===== config.mk =====
export PLATFORM = sky130hd
export DESIGN_NAME = lgb_top
export DESIGN_NICKNAME = d
export VERILOG_FILES = /design/src/lgb_pkg.sv /design/src/lgb_gamma_map.sv /design/src/lgb_top.sv
export SDC_FILE = /design/constraint.sdc
export NUM_CORES = 2
export LEC_CHECK = 0
export BUFFER_PORTS_ARGS = -buffer_cell sky130_fd_sc_hd__buf_2
export CORE_ASPECT_RATIO = 0.6
export CORE_MARGIN = 1.5
export CORE_UTILIZATION = 35
export DETAILED_ROUTE_END_ITERATION = 7
export GPL_ROUTABILITY_DRIVEN = 0
export GPL_TIMING_DRIVEN = 0
export SETUP_SLACK_MARGIN = 0.02
export SLEW_MARGIN = 25
export SYNTH_ARGS = -nofsm -noshare
export SYNTH_HDL_FRONTEND = slang
export SYNTH_SLANG_ARGS = --single-unit

===== constraint.sdc =====
create_clock -name mclk_i -period 150.7 [get_ports mclk_i]
set_clock_uncertainty 0.2 [all_clocks]
set_input_delay 22.605 -clock mclk_i [delete_from_list [all_inputs] [get_ports mclk_i]]
set_output_delay 22.605 -clock mclk_i [all_outputs]
set_load 0.005 [all_outputs]

===== src/lgb_pkg.sv =====
package lgb_pkg;
  // ==========================================
  // register subaddresses
  localparam logic [7:0] LGB_GAMMA_BASE    = 8'h26;
  localparam logic [7:0] LGB_GAMMA_LAST    = 8'h33;
  localparam logic [7:0] LGB_AVG_LUMA_ADR  = 8'h34;
  localparam logic [7:0] LGB_CLKCTL_ADR    = 8'h35;
  localparam logic [7:0] LGB_MODE_ADR      = 8'h36;
  localparam int         LGB_NUM_POINTS    = 14;
  localparam int         LGB_CURVE_POINTS  = 7;
  // ==========================================
  // field positions and reset values
  localparam int         LGB_PLL_CLOCK_OUTPUT_PIN_EN_POS = 1;
  localparam int         LGB_GAMMA_EN_POS  = 0;
  localparam int         LGB_CURVE_SEL_POS = 1;
  localparam logic [7:0] LGB_CLKCTL_RST    = 8'h70;
  localparam logic [7:0] LGB_MODE_RST      = 8'h00;
  localparam logic [7:0] LGB_POINT_RST     = 8'h10;
  // ==========================================
  // fixed curve anchors
  localparam logic [7:0] LGB_FIX_LO        = 8'h10;
  localparam logic [7:0] LGB_FIX_HI        = 8'hf0;
  localparam logic [7:0] LGB_FIX_MAX       = 8'hff;
  // ==========================================
  // carriers
  typedef struct packed {
    logic       wr;
    logic [7:0] addr;
    logic [7:0] wdata;
  } lgb_reg_req_s;
  typedef struct packed {
    logic       active;
    logic       vsync_n;
    logic       is_luma;
    logic [7:0] data;
  } lgb_pix_s;
endpackage : lgb_pkg


===== src/lgb_gamma_map.sv =====
`timescale 1ns/100ps
`default_nettype none
module lgb_gamma_map
  import lgb_pkg::*;
(
  input  wire logic [7:0]  x_i,
  input  wire logic [55:0] pts_i,
  output logic      [7:0]  y_o
);
  // ==========================================
  // segment lookup and interpolation
  function automatic logic [7:0] pt(input logic [55:0] p, input int k);
    pt = p[k*8 +: 8];
  endfunction : pt

  logic [7:0]  x0, y0, y1, span;
  logic [15:0] prod;
  logic [8:0]  sum;

  // pick segment anchors
  always_comb
  begin
    x0   = 8'h00;
    y0   = 8'h00;
    y1   = LGB_FIX_LO;
    span = 8'h10;
    if (x_i < LGB_FIX_LO)
    begin
      x0 = 8'h00; y0 = 8'h00; y1 = LGB_FIX_LO; span = 8'h10;
    end
    else if (x_i < 8'h20)
    begin
      x0 = LGB_FIX_LO; y0 = LGB_FIX_LO; y1 = pt(pts_i, 0); span = 8'h10;
    end
    else if (x_i >= LGB_FIX_HI)
    begin
      x0 = LGB_FIX_HI; y0 = LGB_FIX_HI; y1 = LGB_FIX_MAX; span = 8'h0f;
    end
    else if (x_i >= 8'he0)
    begin
      x0 = 8'he0; y0 = pt(pts_i, 6); y1 = LGB_FIX_HI; span = 8'h10;
    end
    else
    begin
      x0 = {x_i[7:5], 5'h00};
      y0 = pt(pts_i, int'(x_i[7:5]) - 1);
      y1 = pt(pts_i, int'(x_i[7:5]));
      span = 8'h20;
    end
  end

  // linear interpolation between anchors, signed slope
  logic signed [9:0]  dy;
  logic signed [17:0] term;
  logic [7:0]         dx;
  always_comb
  begin
    dx   = x_i - x0;
    dy   = $signed({2'b00, y1}) - $signed({2'b00, y0});
    term = (dy * $signed({10'h000, dx})) / $signed({10'h000, span});
    prod = 16'(term);
    sum  = 9'({1'b0, y0} + prod[8:0]);
    y_o  = sum[7:0];
  end
endmodule : lgb_gamma_map
`default_nettype wire


===== src/lgb_top.sv =====
`timescale 1ns/100ps
`default_nettype none
module lgb_top
  import lgb_pkg::*;
(
  input  wire logic         mclk_i,
  input  wire logic         rst_i,
  input  wire lgb_reg_req_s reg_req_i,
  output logic      [7:0]   reg_rdata_o,
  input  wire lgb_pix_s     pix_i,
  output lgb_pix_s          pix_o,
  input  wire logic         pll_clk_i,
  input  wire logic         pll_control_bit_i,
  input  wire logic         oversample_enable_bit_i,
  output logic              pll_clock_output_pin_o
);
  // ==========================================
  // register file
  logic [7:0] points_reg [LGB_NUM_POINTS];
  logic [7:0] clkctl_reg;
  logic [7:0] mode_reg;
  logic [7:0] avg_reg;

  function automatic logic hit(input logic [7:0] a, input logic [7:0] b);
    hit = (a == b);
  endfunction : hit

  // gamma point storage
  genvar g;
  generate
    for (g = 0; g < LGB_NUM_POINTS; g++)
    begin : g_pt
      always_ff @(posedge mclk_i)
      begin
        if (rst_i)
          points_reg[g] <= LGB_POINT_RST;
        else if (reg_req_i.wr && hit(reg_req_i.addr, LGB_GAMMA_BASE + 8'(g)))
          points_reg[g] <= reg_req_i.wdata;
      end
    end
  endgenerate

  // clock output control register
  always_ff @(posedge mclk_i)
  begin
    if (rst_i)
      clkctl_reg <= LGB_CLKCTL_RST;
    else if (reg_req_i.wr && hit(reg_req_i.addr, LGB_CLKCTL_ADR))
      clkctl_reg <= reg_req_i.wdata;
  end

  // gamma mode register
  always_ff @(posedge mclk_i)
  begin
    if (rst_i)
      mode_reg <= LGB_MODE_RST;
    else if (reg_req_i.wr && hit(reg_req_i.addr, LGB_MODE_ADR))
      mode_reg <= reg_req_i.wdata;
  end

  // read mux; unmapped reads give zero, average is read-only
  always_comb
  begin
    reg_rdata_o = 8'h00;
    if (reg_req_i.addr >= LGB_GAMMA_BASE && reg_req_i.addr <= LGB_GAMMA_LAST)
      reg_rdata_o = points_reg[4'(reg_req_i.addr - LGB_GAMMA_BASE)];
    else if (hit(reg_req_i.addr, LGB_AVG_LUMA_ADR))
      reg_rdata_o = avg_reg;
    else if (hit(reg_req_i.addr, LGB_CLKCTL_ADR))
      reg_rdata_o = clkctl_reg;
    else if (hit(reg_req_i.addr, LGB_MODE_ADR))
      reg_rdata_o = mode_reg;
  end

  // ==========================================
  // gamma stage
  logic [55:0] curve_pts;
  logic [7:0]  mapped;
  always_comb
  begin
    curve_pts = '0;
    for (int k = 0; k < LGB_CURVE_POINTS; k++)
      curve_pts[k*8 +: 8] = mode_reg[LGB_CURVE_SEL_POS] ? points_reg[k + LGB_CURVE_POINTS]
                                                         : points_reg[k];
  end

  lgb_gamma_map u_map (
    .x_i   (pix_i.data),
    .pts_i (curve_pts),
    .y_o   (mapped)
  );

  // registered pixel output
  always_ff @(posedge mclk_i)
  begin
    if (rst_i)
      pix_o <= '{active: 1'b0, vsync_n: 1'b1, is_luma: 1'b0, data: 8'h00};
    else
    begin
      pix_o <= pix_i;
      if (pix_i.is_luma && mode_reg[LGB_GAMMA_EN_POS])
        pix_o.data <= mapped;
    end
  end

  // ==========================================
  // brightness monitor
  logic [31:0] acc_reg;
  logic [23:0] cnt_reg;
  logic        vs_d_reg;
  logic        vs_fall;
  assign vs_fall = vs_d_reg && !pix_i.vsync_n;

  always_ff @(posedge mclk_i)
  begin
    if (rst_i)
      vs_d_reg <= 1'b1;
    else
      vs_d_reg <= pix_i.vsync_n;
  end

  // accumulate active luma per field
  always_ff @(posedge mclk_i)
  begin
    if (rst_i || vs_fall)
    begin
      acc_reg <= '0;
      cnt_reg <= '0;
    end
    else if (pix_i.active && pix_i.is_luma)
    begin
      acc_reg <= acc_reg + 32'(pix_i.data);
      cnt_reg <= cnt_reg + 24'h000001;
    end
  end

  // latch the field average
  always_ff @(posedge mclk_i)
  begin
    if (rst_i)
      avg_reg <= 8'h00;
    else if (vs_fall)
      avg_reg <= (cnt_reg == 24'h0) ? 8'h00 : 8'(acc_reg / {8'h00, cnt_reg});
  end

  // ==========================================
  // clock output gate
  logic clk_gate;
  assign clk_gate = clkctl_reg[LGB_PLL_CLOCK_OUTPUT_PIN_EN_POS] && !pll_control_bit_i && oversample_enable_bit_i;
  assign pll_clock_output_pin_o = clk_gate & pll_clk_i;

  // ==========================================
  // checks
  // each antecedent except those of clk_gate_a and clk_on_a also asks for a sampled low reset: disable iff reads the
  // live reset, so the edge that applies a one-cycle reset would still start
  // an attempt whose next cycle sees the reset values

  // brightness register moves only on a vsync fall and ignores host writes
  avg_upd_a: assert property (@(posedge mclk_i) disable iff (rst_i)
    (!rst_i && !vs_fall)
    |=> $stable(avg_reg))
    else $error("average changed off vsync fall");
  avg_ro_a: assert property (@(posedge mclk_i) disable iff (rst_i)
    (!rst_i && reg_req_i.wr && hit(reg_req_i.addr, LGB_AVG_LUMA_ADR) && !vs_fall)
    |=> $stable(avg_reg))
    else $error("average register written");

  // chroma and bypassed luma leave the stage one cycle later unchanged
  chroma_pass_a: assert property (@(posedge mclk_i) disable iff (rst_i)
    (!rst_i && !pix_i.is_luma)
    |=> pix_o.data == $past(pix_i.data))
    else $error("chroma altered");
  bypass_a: assert property (@(posedge mclk_i) disable iff (rst_i)
    (!rst_i && !mode_reg[LGB_GAMMA_EN_POS])
    |=> pix_o.data == $past(pix_i.data))
    else $error("bypass altered");

  // fixed anchors at 16 and 255 map to themselves
  anchor_a: assert property (@(posedge mclk_i) disable iff (rst_i)
    (!rst_i && pix_i.is_luma && mode_reg[LGB_GAMMA_EN_POS] && pix_i.data == LGB_FIX_LO)
    |=> pix_o.data == LGB_FIX_LO)
    else $error("fixed anchor moved");
  top_a: assert property (@(posedge mclk_i) disable iff (rst_i)
    (!rst_i && pix_i.is_luma && mode_reg[LGB_GAMMA_EN_POS] && pix_i.data == LGB_FIX_MAX)
    |=> pix_o.data == LGB_FIX_MAX)
    else $error("top anchor moved");

  // input 64 lands exactly on the second point of the selected curve
  point_a: assert property (@(posedge mclk_i) disable iff (rst_i)
    (!rst_i && pix_i.is_luma && mode_reg[LGB_GAMMA_EN_POS] && !mode_reg[LGB_CURVE_SEL_POS]
      && pix_i.data == 8'h40)
    |=> pix_o.data == $past(points_reg[1]))
    else $error("curve A point wrong");
  curve_b_a: assert property (@(posedge mclk_i) disable iff (rst_i)
    (!rst_i && pix_i.is_luma && mode_reg[LGB_GAMMA_EN_POS] && mode_reg[LGB_CURVE_SEL_POS]
      && pix_i.data == 8'h40)
    |=> pix_o.data == $past(points_reg[LGB_CURVE_POINTS + 1]))
    else $error("curve B point wrong");

  // a host write to the first point register lands on the next edge
  pt_wr_a: assert property (@(posedge mclk_i) disable iff (rst_i)
    (!rst_i && reg_req_i.wr && hit(reg_req_i.addr, LGB_GAMMA_BASE))
    |=> points_reg[0] == $past(reg_req_i.wdata))
    else $error("point write lost");

  // clock pin is low unless enabled with pll and oversampling on, and follows the pll clock when enabled
  clk_gate_a: assert property (@(posedge mclk_i) disable iff (rst_i)
    (!clkctl_reg[LGB_PLL_CLOCK_OUTPUT_PIN_EN_POS] || pll_control_bit_i || !oversample_enable_bit_i)
    |-> !pll_clock_output_pin_o)
    else $error("clock out while pll off");
  clk_on_a: assert property (@(posedge mclk_i) disable iff (rst_i)
    (clkctl_reg[LGB_PLL_CLOCK_OUTPUT_PIN_EN_POS] && !pll_control_bit_i && oversample_enable_bit_i && pll_clk_i)
    |-> pll_clock_output_pin_o)
    else $error("clock out missing");
endmodule : lgb_top
`default_nettype wire


==> impl_summary.log <==
INFO  metric clockBufferDepth = 3
INFO  metric fin_util = a little under two fifths
INFO  metric fp.dieW = 466 um
INFO  metric ys_dominant_reg_cell = sky130_fd_sc_hd__edfxtp_1
INFO  metric holdCritPathClass = reg2reg
INFO  metric crit_path_capture_type = flop
INFO  metric setup-tns-final = 0 ns
INFO  metric rr_startpoint = cnt_reg[23]
INFO  metric yosysWarningCount = 0
INFO  metric cts-buffers-inserted = 21
INFO  metric globalRoute.totalOverflow = 0
INFO  metric report.final.slew_viol_count = 0
INFO  metric hold_path_startpoint = avg_reg[5]
INFO  metric timing.hold.worst_path_depth = 2
INFO  metric fin_crit_sh = between 80% and 90%
INFO  metric area_growth_syn_to_layout = 7.62%
INFO  metric num_io_pins = between 50 and 60
INFO  metric drt-initial-drc-count = 4283
INFO  metric synthesis.area = ~45000 um^2
INFO  metric layout_commonest_cell = sky130_fd_sc_hd__ha_1
INFO  metric syn_avg_cell_area = a little under 8 um^2
INFO  metric finalCriticalPeriod = roughly 130 ns
INFO  metric htreeDepth = 1
INFO  metric port_buf_inserts = 51
INFO  metric clk_root_buffer_cell = sky130_fd_sc_hd__clkbuf_16
INFO  metric synth.net_count = 6424
INFO  metric postSynthRegisterBits = about 200
INFO  metric cpMostUsedCell = sky130_fd_sc_hd__o21a_1
INFO  metric drive_gt1_share = around a tenth
INFO  metric rsz0062_at_grt = no
INFO  metric cpPeakStageDelay = 0.82 ns
INFO  metric first_global_vias = between 40000 and 50000
INFO  metric timing.reg2reg.setup_slack = between 20 and 25 ns
INFO  metric whs_endpoint = avg_reg[5]
INFO  metric initial_standard_cell_utilization_of_the_core = between 30% and 40%
INFO  metric fmax = 0.00767 GHz
INFO  metric firstDrtPassIters = 8
INFO  metric r2r_end = avg_reg[0]
INFO  metric most_frequent_cells_in_the_layout = 652 x sky130_fd_sc_hd__ha_1, 602 x sky130_fd_sc_hd__nor2_1, 426 x sky130_fd_sc_hd__nor3_1
INFO  metric drt_drc_violations_left = 1
INFO  metric syn_inst = roughly 5700
INFO  metric placementRows = between 100 and 150
INFO  metric dp_hpwl = 119000 um
INFO  metric total_length_of_routed_wires = 144000 um
INFO  metric critical_path_arrival = approximately 130 ns
INFO  metric worstPathRequired = 150.90 ns
INFO  metric rr_worst_depth = approximately 540
INFO  metric die_h = approximately 280 um
INFO  metric clkLatencyLatePin = between 0.5 and 0.6 ns
INFO  metric num-fill-cells = around 13000
INFO  metric synthArstFlopShare = 0%
INFO  metric outcome = complete, but fails checks
INFO  metric cts.reportedPaths.clkPinSlew = roughly 0.070 ns
INFO  metric worst_slew_margin_rel = between 20% and 30%
INFO  metric grt_use_total = ~21%
INFO  metric worst_setup_path_start_kind = flop
INFO  metric coreArea = between 100000 and 150000 um^2
INFO  metric synth_enable_flop_cells = between 100 and 150
INFO  metric cts.repair_timing.setup_buffer_count = 0
INFO  metric yosysUniqueCellTypes = ~140
INFO  metric maxCapViolCount = 0
INFO  metric tritoncts = yes
INFO  metric worst_pin_slew = between 1 and 1.5 ns
INFO  metric multi_input_area = between 30000 and 40000 um^2
INFO  metric total_vias_in_the_final_route = ~44000
INFO  metric largest_register_ffs = 112
INFO  metric cts.hold.buffers_added = 0
INFO  metric grt_antenna_before_repair = 3
INFO  metric critPathSlowestCell = sky130_fd_sc_hd__o311ai_0
INFO  metric worstPathMaxFanout = 10
INFO  metric route.antenna.remaining_nets = 0
INFO  metric criticalPathCategory = reg2reg
INFO  metric finalHoldViolCount = 0
INFO  metric final_net_count = around 6500
INFO  metric avgViaCountPerCell = 5.91
INFO  metric synth.yosys.seq_area_share = approximately 12%
INFO  metric grt_start_max_net_pins = 56
INFO  metric final_setup_violation_count = 0
INFO  metric violations = design-rule violations
INFO  metric dieArea = between 100000 and 150000 um^2
INFO  metric grt_pass1_wl = about 230000 um
INFO  metric cts.repair.resized = 0
INFO  metric regArea = slightly above 5000 um^2
INFO  metric clock-sinks = approximately 200
INFO  metric wl_per_cell = a little under 20 um
[synthesized netlist by cell type (all sizes together) (41+ instances only)]
cell type  number  area, um^2
nor2          603        2270
a31oi          41         263
nor3          433        2200
o211ai         45         362
or3            64         415
mux4           54        1220
nor2b          69         432
a21o           89         668
and2          140         876
xor2           82         718
a21oi         297        1530
o31ai          88         681
dfxtp          91        1820
inv           264         991
ha            652        8160
fa             64        1280
nand4          64         434
edfxtp        112        3360
nand2b         63         394
nand3          95         498
xnor2         170        1510
o21ai         255        1290
buf            54         307
o21a          394        2960
clkbuf        149         559
mux2          236        2700
nand2         379        1440
a211oi         54         458
mux2i         123        1280
[worst max path at each step]
stage	startpoint	to	slack (ns)	depth (start not counted)
after floorplan	cnt_reg[23]	avg_reg[0]	45.38	538
after global placement	cnt_reg[10]	avg_reg[0]	24.66	533
after detailed placement	cnt_reg[23]	avg_reg[0]	22.89	535
after CTS	cnt_reg[23]	avg_reg[0]	22.23	536
after global routing	cnt_reg[23]	avg_reg[0]	10.78	539
final	cnt_reg[23]	avg_reg[0]	20.25	536
[cells by family (layout without fill, tap and decap cells)]
kind of cell,count (synthesis),in the layout,synth area share (%)
compound gates,1553,1553,24.2
xor+xnor,252,252,4.95
fa+ha+maj,721,721,21.1
buf+inv,471,573,4.16
flops,203,203,11.5
mux,413,413,11.6
other cells,0,2,0
simple gates,2062,2062,22.5
[through the flow]
stage,cells,worst slack [ns],hold slack [ns],area (um^2)
2_1_floorplan,5675,45.38,0.224,45000
6_report,7478,20.25,0.262,48400
3_5_place_dp,7439,22.89,0.252,47700
3_3_place_gp,7425,24.66,0.249,47400
5_1_grt,7476,10.78,0.305,48400
4_1_cts,7476,22.23,0.268,48400
[metal layers]
layer	routed length [um]	vias to the layer above	track usage [%]	part of all wire [%]
li1	-	21400	-	-
met1	72600	21200	32.9	50
met2	56500	1481	30.8	39
met3	13300	127	4.37	9.2
met4	1820	0	2.54	1.3
met5	0	-	0	0
[area by class of cell]
class	instances	share of cell area (%)
tap	1699	4.39
clock inverter	14	0.295
antenna	2	0.0103
inverter	268	2.08
multi-input combinational	5001	78.4
clock buffer	23	1.10
timing repair buffer	65	1.18
sequential	203	10.7
buffer	203	1.79
[worst max-delay path, delay by kind of cell (launching register included)]
family | cells | cell delay, ns
buffers and inverters | 44 | 17.52
muxes | 10 | 2.91
AOI/OAI and AO/OA | 405 | 89.99
and+or+nand+nor | 46 | 9.03
adders and majority gates | 31 | 9.96
DFF | 1 | 0.41
Power is not shown: default switching activity piles up to over one toggle a cycle in this logic, so the estimate is an artifact.
